**config.mk**
```make
export PLATFORM = sky130hd
export DESIGN_NAME = amr_read_ctrl
export DESIGN_NICKNAME = d
export VERILOG_FILES = /design/src/hdl/amr_pkg.sv /design/src/hdl/amr_read_ctrl.sv /design/src/hdl/amr_space_regs.sv
export SDC_FILE = /design/constraint.sdc
export NUM_CORES = 1
export LEC_CHECK = 0
export ABC_AREA = 1
export BUFFER_PORTS_ARGS = -buffer_cell sky130_fd_sc_hd__buf_2
export CAP_MARGIN = 5
export CORE_MARGIN = 3
export CORE_UTILIZATION = 62
export CTS_CLUSTER_DIAMETER = 30
export DETAILED_ROUTE_END_ITERATION = 8
export PLACE_DENSITY_LB_ADDON = 0.1
export SETUP_SLACK_MARGIN = 0.2
export SLEW_MARGIN = 20
export SYNTH_ARGS = -nofsm -noshare
export SYNTH_HDL_FRONTEND = slang
export SYNTH_SLANG_ARGS = --single-unit
```
**constraint.sdc**
```tcl
create_clock -name clk -period 4.8 [get_ports clk]
set_input_delay 0.96 -clock clk [delete_from_list [all_inputs] [get_ports clk]]
set_output_delay 0.96 -clock clk [all_outputs]
set_load 0.005 [all_outputs]
```
**src/hdl/amr_pkg.sv**
```systemverilog
// Purpose: shared constants and types of the asynchronous read timing block
// Assumes: 16-bit control registers, CPU clock drives every register
// Notes: field positions follow the first control register layout

package amr_pkg;

  // ==========================================================================
  // register layout
  localparam int REG_W = 16;
  localparam int RSV_BIT = 15;        // reserved, always reads zero
  localparam int TYPE_LSB = 12;       // memory_kind_select
  localparam int TYPE_W = 3;
  localparam int SETUP_LSB = 8;       // read_setup_count
  localparam int SETUP_W = 4;
  localparam int STROBE_LSB = 2;      // read_strobe_count
  localparam int STROBE_W = 6;
  localparam int HOLD_LSB = 0;        // read_hold_count
  localparam int HOLD_W = 2;

  // register index inside one chip-enable space
  localparam logic [1:0] IDX_TIMING = 2'h0;
  localparam logic [1:0] IDX_CTL2 = 2'h1;
  localparam logic [1:0] IDX_CTL3 = 2'h2;

  // reset values
  localparam logic [15:0] CTL1_RST = 16'h2fff;
  localparam logic [15:0] CTL2_RST = 16'h0000;
  localparam logic [15:0] CTL3_RST = 16'h0000;
  localparam logic [15:0] CTL1_MASK = 16'h7fff;  // bit 15 never stored
  localparam logic [15:0] CTL3_MASK = 16'h00ff;  // upper byte reads zero

  // ==========================================================================
  // memory kind codes
  localparam logic [2:0] MT_ASYNC8 = 3'h0;
  localparam logic [2:0] MT_ASYNC16 = 3'h1;
  localparam logic [2:0] MT_ASYNC32 = 3'h2;
  localparam logic [2:0] MT_SDRAM = 3'h3;
  localparam logic [2:0] MT_BURST = 3'h4;

  // ==========================================================================
  // timing counts in cpu clock cycles
  localparam logic [3:0] SETUP_MIN_CODE = 4'h3;   // below this: one cycle, FIRST_SETUP on a first access
  localparam logic [5:0] FIRST_SETUP = 6'h02;     // least first setup
  localparam logic [5:0] ONE_CYCLE = 6'h01;
  localparam logic [5:0] STROBE_MIN_CODE = 6'h02; // below this: one cycle

  // ==========================================================================
  // access sequencer states, gray along idle-setup-strobe-hold
  typedef enum logic [2:0]
  {
    ST_IDLE = 3'h0,
    ST_SETUP = 3'h1,
    ST_STROBE = 3'h3,
    ST_HOLD = 3'h2
  } amr_state_type;

endpackage : amr_pkg

```
**src/hdl/amr_read_ctrl.sv**
```systemverilog
// Purpose: per-space memory kind select and asynchronous read sequencer
// Assumes: clk is the cpu clock; ready and read data come from pins
// Notes: writes and synchronous kinds are handed off or refused here

`timescale 1ns/1ps

module amr_read_ctrl
  import amr_pkg::*;
#(
  parameter int N_SPACE = 4,
  parameter int SPACE_W = 2,
  parameter int ADDR_W = 20,
  parameter int DATA_W = 32
)
(
  // clock and reset
  input wire logic clk,
  input wire logic rst_b,
  // i/o mapped register port
  input wire logic io_sel,
  input wire logic io_we,
  input wire logic [SPACE_W+1:0] io_addr,
  input wire logic [15:0] io_wdata,
  output logic [15:0] io_rdata,
  // access requests
  input wire logic req_valid,
  input wire logic req_write,
  input wire logic [SPACE_W-1:0] req_space,
  input wire logic [ADDR_W-1:0] req_addr,
  output logic req_ack,
  output logic req_error,
  output logic rd_valid,
  output logic [DATA_W-1:0] rd_data,
  // hand-off to synchronous controllers
  output logic sync_start,
  output logic [SPACE_W-1:0] sync_space,
  // external memory pins
  output logic [N_SPACE-1:0] mem_ce_b,
  output logic mem_oe_b,
  output logic [ADDR_W-1:0] mem_addr,
  input wire logic [DATA_W-1:0] mem_data_in,
  input wire logic async_ready_input
);

  // ==========================================================================
  // register file, one instance per space
  logic [15:0] sp_ctl1 [N_SPACE];   // timing register of each space
  logic [15:0] sp_rdata [N_SPACE];  // read data of each space
  logic [15:0] next_io_rdata;

  for (genvar i = 0; i < N_SPACE; i++)
  begin : g_space
    logic hit;  // register port addresses this space
    assign hit = (io_addr[SPACE_W+1:2] == SPACE_W'(i));
    amr_space_regs u_regs
    (
      .clk(clk),
      .rst_b(rst_b),
      .wr_en(io_sel && io_we && hit),
      .reg_idx(io_addr[1:0]),
      .wdata(io_wdata),
      .rdata(sp_rdata[i]),
      .ctl1(sp_ctl1[i])
    );
  end

  // read data is taken one edge after the read strobe
  always_comb
  begin
    next_io_rdata = io_rdata;
    if (io_sel && !io_we)
      next_io_rdata = sp_rdata[io_addr[SPACE_W+1:2]];
  end

  always_ff @(posedge clk or negedge rst_b)
  begin
    if (!rst_b)
      io_rdata <= 16'h0000;
    else
      io_rdata <= next_io_rdata;
  end

  // ==========================================================================
  // pin synchronisers, only the second stage is used
  logic rdy_m;                 // first stage of ready
  logic rdy_s;                 // sampled ready
  logic [DATA_W-1:0] dat_m;    // first stage of read data
  logic [DATA_W-1:0] dat_s;    // sampled read data

  always_ff @(posedge clk or negedge rst_b)
  begin
    if (!rst_b)
    begin
      rdy_m <= 1'b1;
      rdy_s <= 1'b1;
      dat_m <= '0;
      dat_s <= '0;
    end
    else
    begin
      rdy_m <= async_ready_input;
      rdy_s <= rdy_m;
      dat_m <= mem_data_in;
      dat_s <= dat_m;
    end
  end

  // ==========================================================================
  // cycle counts from field codes
  function automatic logic [5:0] setup_len(input logic [3:0] code,
                                           input logic first);
    if (code < SETUP_MIN_CODE)
      setup_len = first ? FIRST_SETUP : ONE_CYCLE;
    else
      setup_len = {2'b00, code};
  endfunction : setup_len

  function automatic logic [5:0] strobe_len(input logic [5:0] code);
    if (code < STROBE_MIN_CODE)
      strobe_len = ONE_CYCLE;
    else
      strobe_len = code;
  endfunction : strobe_len

  // ==========================================================================
  // access sequencer
  amr_state_type state;
  amr_state_type next_state;
  logic [5:0] cnt;                  // cycles left in the phase
  logic [5:0] next_cnt;
  logic [5:0] cur_strobe;           // latched strobe code
  logic [5:0] next_cur_strobe;
  logic [1:0] cur_hold;             // latched hold code
  logic [1:0] next_cur_hold;
  logic [SPACE_W-1:0] cur_space;    // space under access
  logic [SPACE_W-1:0] next_cur_space;
  logic first;                      // access opens a sequence
  logic next_first;
  logic ext;                        // strobe was stretched
  logic next_ext;
  logic [N_SPACE-1:0] next_ce_b;
  logic next_oe_b;
  logic [ADDR_W-1:0] next_addr;
  logic next_ack;
  logic next_error;
  logic next_rd_valid;
  logic [DATA_W-1:0] next_rd_data;
  logic next_sync_start;
  logic [SPACE_W-1:0] next_sync_space;
  logic take;                       // request accepted this edge
  logic done;                       // last cycle of an access
  logic [15:0] req_cfg;             // timing register of requested space
  logic [2:0] req_kind;
  logic [1:0] hold_eff;

  assign req_cfg = sp_ctl1[req_space];
  assign req_kind = req_cfg[TYPE_LSB +: TYPE_W];

  // next state and outputs of the sequencer
  always_comb
  begin
    next_state = state;
    next_cnt = cnt;
    next_cur_strobe = cur_strobe;
    next_cur_hold = cur_hold;
    next_cur_space = cur_space;
    next_first = first;
    next_ext = ext;
    next_addr = mem_addr;
    next_ack = 1'b0;
    next_error = 1'b0;
    next_rd_valid = 1'b0;
    next_rd_data = rd_data;
    next_sync_start = 1'b0;
    next_sync_space = sync_space;
    take = 1'b0;
    done = 1'b0;
    // zero hold becomes one after a stretched strobe
    hold_eff = (cur_hold == 2'h0 && ext) ? 2'h1 : cur_hold;
    case (state)
      // wait for a request
      ST_IDLE:
        take = req_valid;
      // address and chip enable settle
      ST_SETUP:
        if (cnt == ONE_CYCLE)
        begin
          next_state = ST_STROBE;
          next_cnt = strobe_len(cur_strobe);
        end
        else
          next_cnt = cnt - 6'h01;
      // output enable active
      ST_STROBE:
        if (cnt != ONE_CYCLE)
          next_cnt = cnt - 6'h01;
        else if (!rdy_s)
          next_ext = 1'b1;
        else
        begin
          next_rd_valid = 1'b1;
          next_rd_data = dat_s;
          if (hold_eff == 2'h0)
            done = 1'b1;
          else
          begin
            next_state = ST_HOLD;
            next_cnt = {4'h0, hold_eff};
          end
        end
      // chip enable held after strobe
      ST_HOLD:
        if (cnt == ONE_CYCLE)
          done = 1'b1;
        else
          next_cnt = cnt - 6'h01;
      default:
        next_state = ST_IDLE;
    endcase
    // an access ends; a waiting request follows back to back
    if (done)
    begin
      next_state = ST_IDLE;
      take = req_valid;
    end
    // decode the accepted request by the kind of its space
    if (take)
    begin
      next_ack = 1'b1;
      next_state = ST_IDLE;
      if (req_kind == MT_SDRAM || req_kind == MT_BURST)
      begin
        next_sync_start = 1'b1;
        next_sync_space = req_space;
      end
      else if (req_kind > MT_BURST)
        next_error = 1'b1;
      else if (req_write)
        next_error = 1'b1;
      else
      begin
        next_state = ST_SETUP;
        next_first = (state == ST_IDLE);
        next_cnt = setup_len(req_cfg[SETUP_LSB +: SETUP_W],
                             state == ST_IDLE);
        next_cur_strobe = req_cfg[STROBE_LSB +: STROBE_W];
        next_cur_hold = req_cfg[HOLD_LSB +: HOLD_W];
        next_cur_space = req_space;
        next_ext = 1'b0;
        next_addr = req_addr;
      end
    end
    // pins follow the next state
    next_ce_b = '1;
    if (next_state != ST_IDLE)
      next_ce_b[next_cur_space] = 1'b0;
    next_oe_b = (next_state != ST_STROBE);
  end

  // register stage of the sequencer
  always_ff @(posedge clk or negedge rst_b)
  begin
    if (!rst_b)
    begin
      state <= ST_IDLE;
      cnt <= 6'h00;
      cur_strobe <= 6'h00;
      cur_hold <= 2'h0;
      cur_space <= '0;
      first <= 1'b0;
      ext <= 1'b0;
      mem_ce_b <= '1;
      mem_oe_b <= 1'b1;
      mem_addr <= '0;
      req_ack <= 1'b0;
      req_error <= 1'b0;
      rd_valid <= 1'b0;
      rd_data <= '0;
      sync_start <= 1'b0;
      sync_space <= '0;
    end
    else
    begin
      state <= next_state;
      cnt <= next_cnt;
      cur_strobe <= next_cur_strobe;
      cur_hold <= next_cur_hold;
      cur_space <= next_cur_space;
      first <= next_first;
      ext <= next_ext;
      mem_ce_b <= next_ce_b;
      mem_oe_b <= next_oe_b;
      mem_addr <= next_addr;
      req_ack <= next_ack;
      req_error <= next_error;
      rd_valid <= next_rd_valid;
      rd_data <= next_rd_data;
      sync_start <= next_sync_start;
      sync_space <= next_sync_space;
    end
  end

  // ==========================================================================
  // checks
  logic [7:0] phase_cnt;  // cycles spent in the current state
  logic [5:0] exp_setup;  // setup length due for this access

  always_ff @(posedge clk or negedge rst_b)
  begin
    if (!rst_b)
    begin
      phase_cnt <= 8'h01;
      exp_setup <= 6'h00;
    end
    else
    begin
      if (next_state != state || (take && next_state == ST_SETUP))
        phase_cnt <= 8'h01;
      else if (phase_cnt != 8'hff)
        phase_cnt <= phase_cnt + 8'h01;
      if (take)
        exp_setup <= setup_len(req_cfg[SETUP_LSB +: SETUP_W],
                               state == ST_IDLE);
    end
  end
endmodule : amr_read_ctrl

```
**src/hdl/amr_space_regs.sv**
```systemverilog
// Purpose: the three control registers of one chip-enable space
// Assumes: write strobe already qualified by the space decode
// Notes: read data is combinational, the parent registers it

`timescale 1ns/1ps

module amr_space_regs
  import amr_pkg::*;
(
  // clock and reset
  input wire logic clk,
  input wire logic rst_b,
  // register port
  input wire logic wr_en,
  input wire logic [1:0] reg_idx,
  input wire logic [15:0] wdata,
  output logic [15:0] rdata,
  // timing fields to the sequencer
  output logic [15:0] ctl1
);

  // ==========================================================================
  // storage
  logic [15:0] ctl2;         // write timing, stored only
  logic [15:0] ctl3;         // time-out, stored only
  logic [15:0] next_ctl1;
  logic [15:0] next_ctl2;
  logic [15:0] next_ctl3;

  // next values of the three registers
  always_comb
  begin
    next_ctl1 = ctl1;
    next_ctl2 = ctl2;
    next_ctl3 = ctl3;
    if (wr_en)
    begin
      case (reg_idx)
        IDX_TIMING: next_ctl1 = wdata & CTL1_MASK;
        IDX_CTL2: next_ctl2 = wdata;
        IDX_CTL3: next_ctl3 = wdata & CTL3_MASK;
        default: next_ctl1 = ctl1;                  // unmapped index
      endcase
    end
  end

  // register stage
  always_ff @(posedge clk or negedge rst_b)
  begin
    if (!rst_b)
    begin
      ctl1 <= CTL1_RST;
      ctl2 <= CTL2_RST;
      ctl3 <= CTL3_RST;
    end
    else
    begin
      ctl1 <= next_ctl1;
      ctl2 <= next_ctl2;
      ctl3 <= next_ctl3;
    end
  end

  // read mux, unmapped index reads zero
  always_comb
  begin
    case (reg_idx)
      IDX_TIMING: rdata = ctl1;
      IDX_CTL2: rdata = ctl2;
      IDX_CTL3: rdata = ctl3;
      default: rdata = 16'h0000;
    endcase
  end

endmodule : amr_space_regs

```
==> summary.txt <==
Status
  • Outcome: completed

CTS
  • Skew-Pair Late Insertion Delay: 0.56 ns
  • CTS tree: yes
  • Post-CTS Setup Inserts: 0
  • Clock-pin slew on the worst setup and hold paths: 0.05 ns
  • H-tree levels: 2
  • Total CTS buffers: 52
  • Post-CTS Hold Buffers: 0
  • Post-cts resize count: 0
  • CTS root buf: clkbuf_16
  • Worst-case clock buffer depth: 3
  • CTS Sinks: 321

Die
  • # rows: 52
  • Initial core utilization: 64.2%
  • Io pins: 160
  • Die width: 152 um
  • Die height: 152 um
  • Die ar.: 23100 um^2
  • Core ar.: 20600 um^2

Worst setup path
  • Crit Path Max Fanout: 52
  • Crit end category: register
  • Worst setup SP type: primary input
  • Setup Crit Path Kind: in2reg
  • Crit path required time: 5.22 ns
  • Crit path arrival time: 3.38 ns

Yosys
  • Average size of a mapped cell: 8.94 um^2
  • Asr flop ratio synth: 100%
  • Mapped Cells: 1476
  • Post-synth EDFFs: 0
  • Synth top area cells: dfrtp_1, nand2_1, dfstp_2
  • Synth area leader: dfrtp_1
  • Sequential area share after synthesis: 61.4%
  • Distinct cells, synth: 37
  • Syn Std Cell Area: 13200 um^2
  • Syn. warnings: 0
  • Primary FF master, synth: dfrtp_1
  • Flops & latches, synth: 321
  • Net count after synthesis: 1559
  • Top cell type's share of synthesized area: 49.7%

Timing
  • Pins Over Slew Limit: 0
  • Setup TNS: 0 ns
  • Worst slew pin tran: 1.08 ns
  • Final setup viols: 0
  • WHS: 0.345 ns
  • RSZ-0062 raised after global routing: no
  • Fin. Hold Viols: 0
  • Layout Skew: 0.0244 ns
  • Final Cycle Share: 61.7%
  • Setup ws final: 1.84 ns
  • Minimum clock period: 2.96 ns
  • Rel. slew slack: 28.1%
  • Max Fclk: 338 MHz

Detailed routing
  • Post-route DRC: 0
  • Starting DRT DRC Count: 941
  • Routed WL per cell: 18.1 um
  • First-pass DRT Iterations: 6
  • Routed Antenna Nets: 0
  • DR vias/cell: 5.70
  • Final wirelength: 35.0 mm
  • Via count: 11000

Pwr
  • Sequential power share: 40.5%
  • Lkg Pwr: 7.97 nW
  • Combinational fraction of design power: 11.4%
  • Total power draw: 0.00843 W
  • Pint: 0.00625 W
  • Power per Cell Area: 525 nW/um^2
  • Sw frac: 25.8%
  • Max IR drop VDD: 400 uV
  • Switch Pwr: 0.00218 W
  • Clock power frac: 48.0%

Flow run
  • Max Cap Viol: 0

Cells and area
  • Layout cells sized above 1: 20.6%
  • Filler cells: 1402
  • Layout Cells excl Fill: 1937
  • Area Overhead vs Synth: 21.7%
  • # nets final: 1706
  • Antenna diodes: 0

Min path
  • HP Class: reg2reg

GRT
  • All-layer global routing usage: 30.4%
  • Largest net degree at the start of global routing: 107
  • Vias in the first global route: 11200
  • Initial antenna violation count: 0
  • Overflow after GRT: 0
  • First-pass GRT wire length: 57.3 mm

Place
  • Place WS: 1.38 ns
  • Buffers on Ports: 159
  • Detailed placer's ending HPWL: 21.1 mm
  • Placed insts: 1839
  • GPL Wtd Cong: 0.874
-- worst paths after layout --
kind / slack (ns) / end / start / cells after the start
worst max-delay path: 1.84 / cur_strobe[1]$_DFFE_PN0P_ / req_space[0] / 12
worst min-delay path: 0.34 / dat_s[2]$_DFF_PN0_ / dat_m[2]$_DFF_PN0_ / 0
worst max register to register: 2.03 / cnt[2]$_DFF_PN0_ / cnt[1]$_DFF_PN0_ / 11
worst min register to register: 0.34 / dat_s[2]$_DFF_PN0_ / dat_m[2]$_DFF_PN0_ / 0
max in group asynchronous: 3.24 / g_space[0].u_regs.ctl1[13]$_DFFE_PN1P_ / rst_b / 2
min in group asynchronous: 0.41 / rd_data[16]$_DFFE_PN0P_ / rst_b / 1
-- critical path, stage by stage --
cell and delay, ns:
buf_2 0.67, clkinv_2 0.42, nand2_1 0.15, nand3_1 0.11
nand2_1 0.12, nand2_1 0.07, nand2_2 0.09, nor2_4 0.06
nand3_4 0.30, inv_6 0.19, nand2_1 0.10, o21ai_0 0.09
-- metrics by stage --
step                      util [%]  cell area (um^2)
after floorplan                  -             13200
after global placement        68.6             14100
after detailed placement      68.6             14100
after CTS                     78.0             16000
after global routing          78.1             16100
final                         78.1             16100
-- state kept, by name, indices dropped and copies added, names as in the netlist, 6 cells and up --
signal	flops
g_space.u_regs.ctl2	64
g_space.u_regs.ctl1	60
dat_m	32
dat_s	32
g_space.u_regs.ctl3	32
rd_data	32
mem_addr	20
io_rdata	16
cnt	6
cur_strobe	6
-- layer usage --
metal	track usage (%)	part of all wire, %
met1	39.8	40
met2	50.3	48
met3	6.66	8.8
met4	11.2	3.3
met5	0.828	0
-- cells in the mapped netlist, types with 7 or more instances --
library cell  instances
nand2_1             571
inv_1                81
nand4_1               7
buf_2                15
a21oi_1              50
nand3_1              47
a22o_1               15
dfrtp_1             262
nor2_1               32
clkbuf_1             58
o211ai_1             14
dfstp_2              59
o21ai_0             216
-- cell usage in the layout, fill, tap and decap left out, types with 7 or more instances in the layout --
master / Yosys / final
nand2_1: 571 / 569
clkinvlp_4: 0 / 9
clkinv_2: 1 / 8
a21oi_1: 50 / 50
clkbuf_16: 0 / 52
o211ai_1: 14 / 14
nand4_1: 7 / 7
dfstp_2: 59 / 59
dfrtp_1: 262 / 262
a22o_1: 15 / 15
nor2_1: 32 / 29
inv_1: 81 / 81
o21ai_0: 216 / 216
nand3_1: 47 / 47
bufinv_16: 0 / 12
buf_2: 15 / 158
buf_4: 1 / 15
-- power by group through the flow --
stage                     registers (W)  clock network [W]  logic [W]
after floorplan                 0.00339                  0   0.000615
after global placement          0.00343                  0   0.000908
after detailed placement        0.00344                  0   0.000942
after CTS                       0.00341            0.00409   0.000966
after global routing            0.00346            0.00422    0.00111
final                           0.00342            0.00405   0.000962
-- final cells by class --
| class | count | area [um^2] | area share (%) |
|---|---|---|---|
| clock buffers | 61 | 1380 | 8.57 |
| multi-input cells | 989 | 4410 | 27.5 |
| inverters | 84 | 322 | 2.00 |
| flip-flops and latches | 321 | 8110 | 50.5 |
| repair buffers | 175 | 938 | 5.85 |
| clock inverters | 37 | 564 | 3.52 |
| well taps | 270 | 338 | 2.10 |
-- logic make-up after synthesis --
group / count (synthesis) / share of synthesized area (%)
XOR/XNOR: 2 / 0.133
flip-flops: 321 / 61.4
AO/OA/AOI/OAI: 312 / 12.8
adder cells (fa/ha/maj): 2 / 0.190
other: 1 / 0.0284
buffers and inverters: 166 / 5.28
AND/OR/NAND/NOR: 672 / 20.1
No activity file was read; power rests on OpenSTA's default activity.
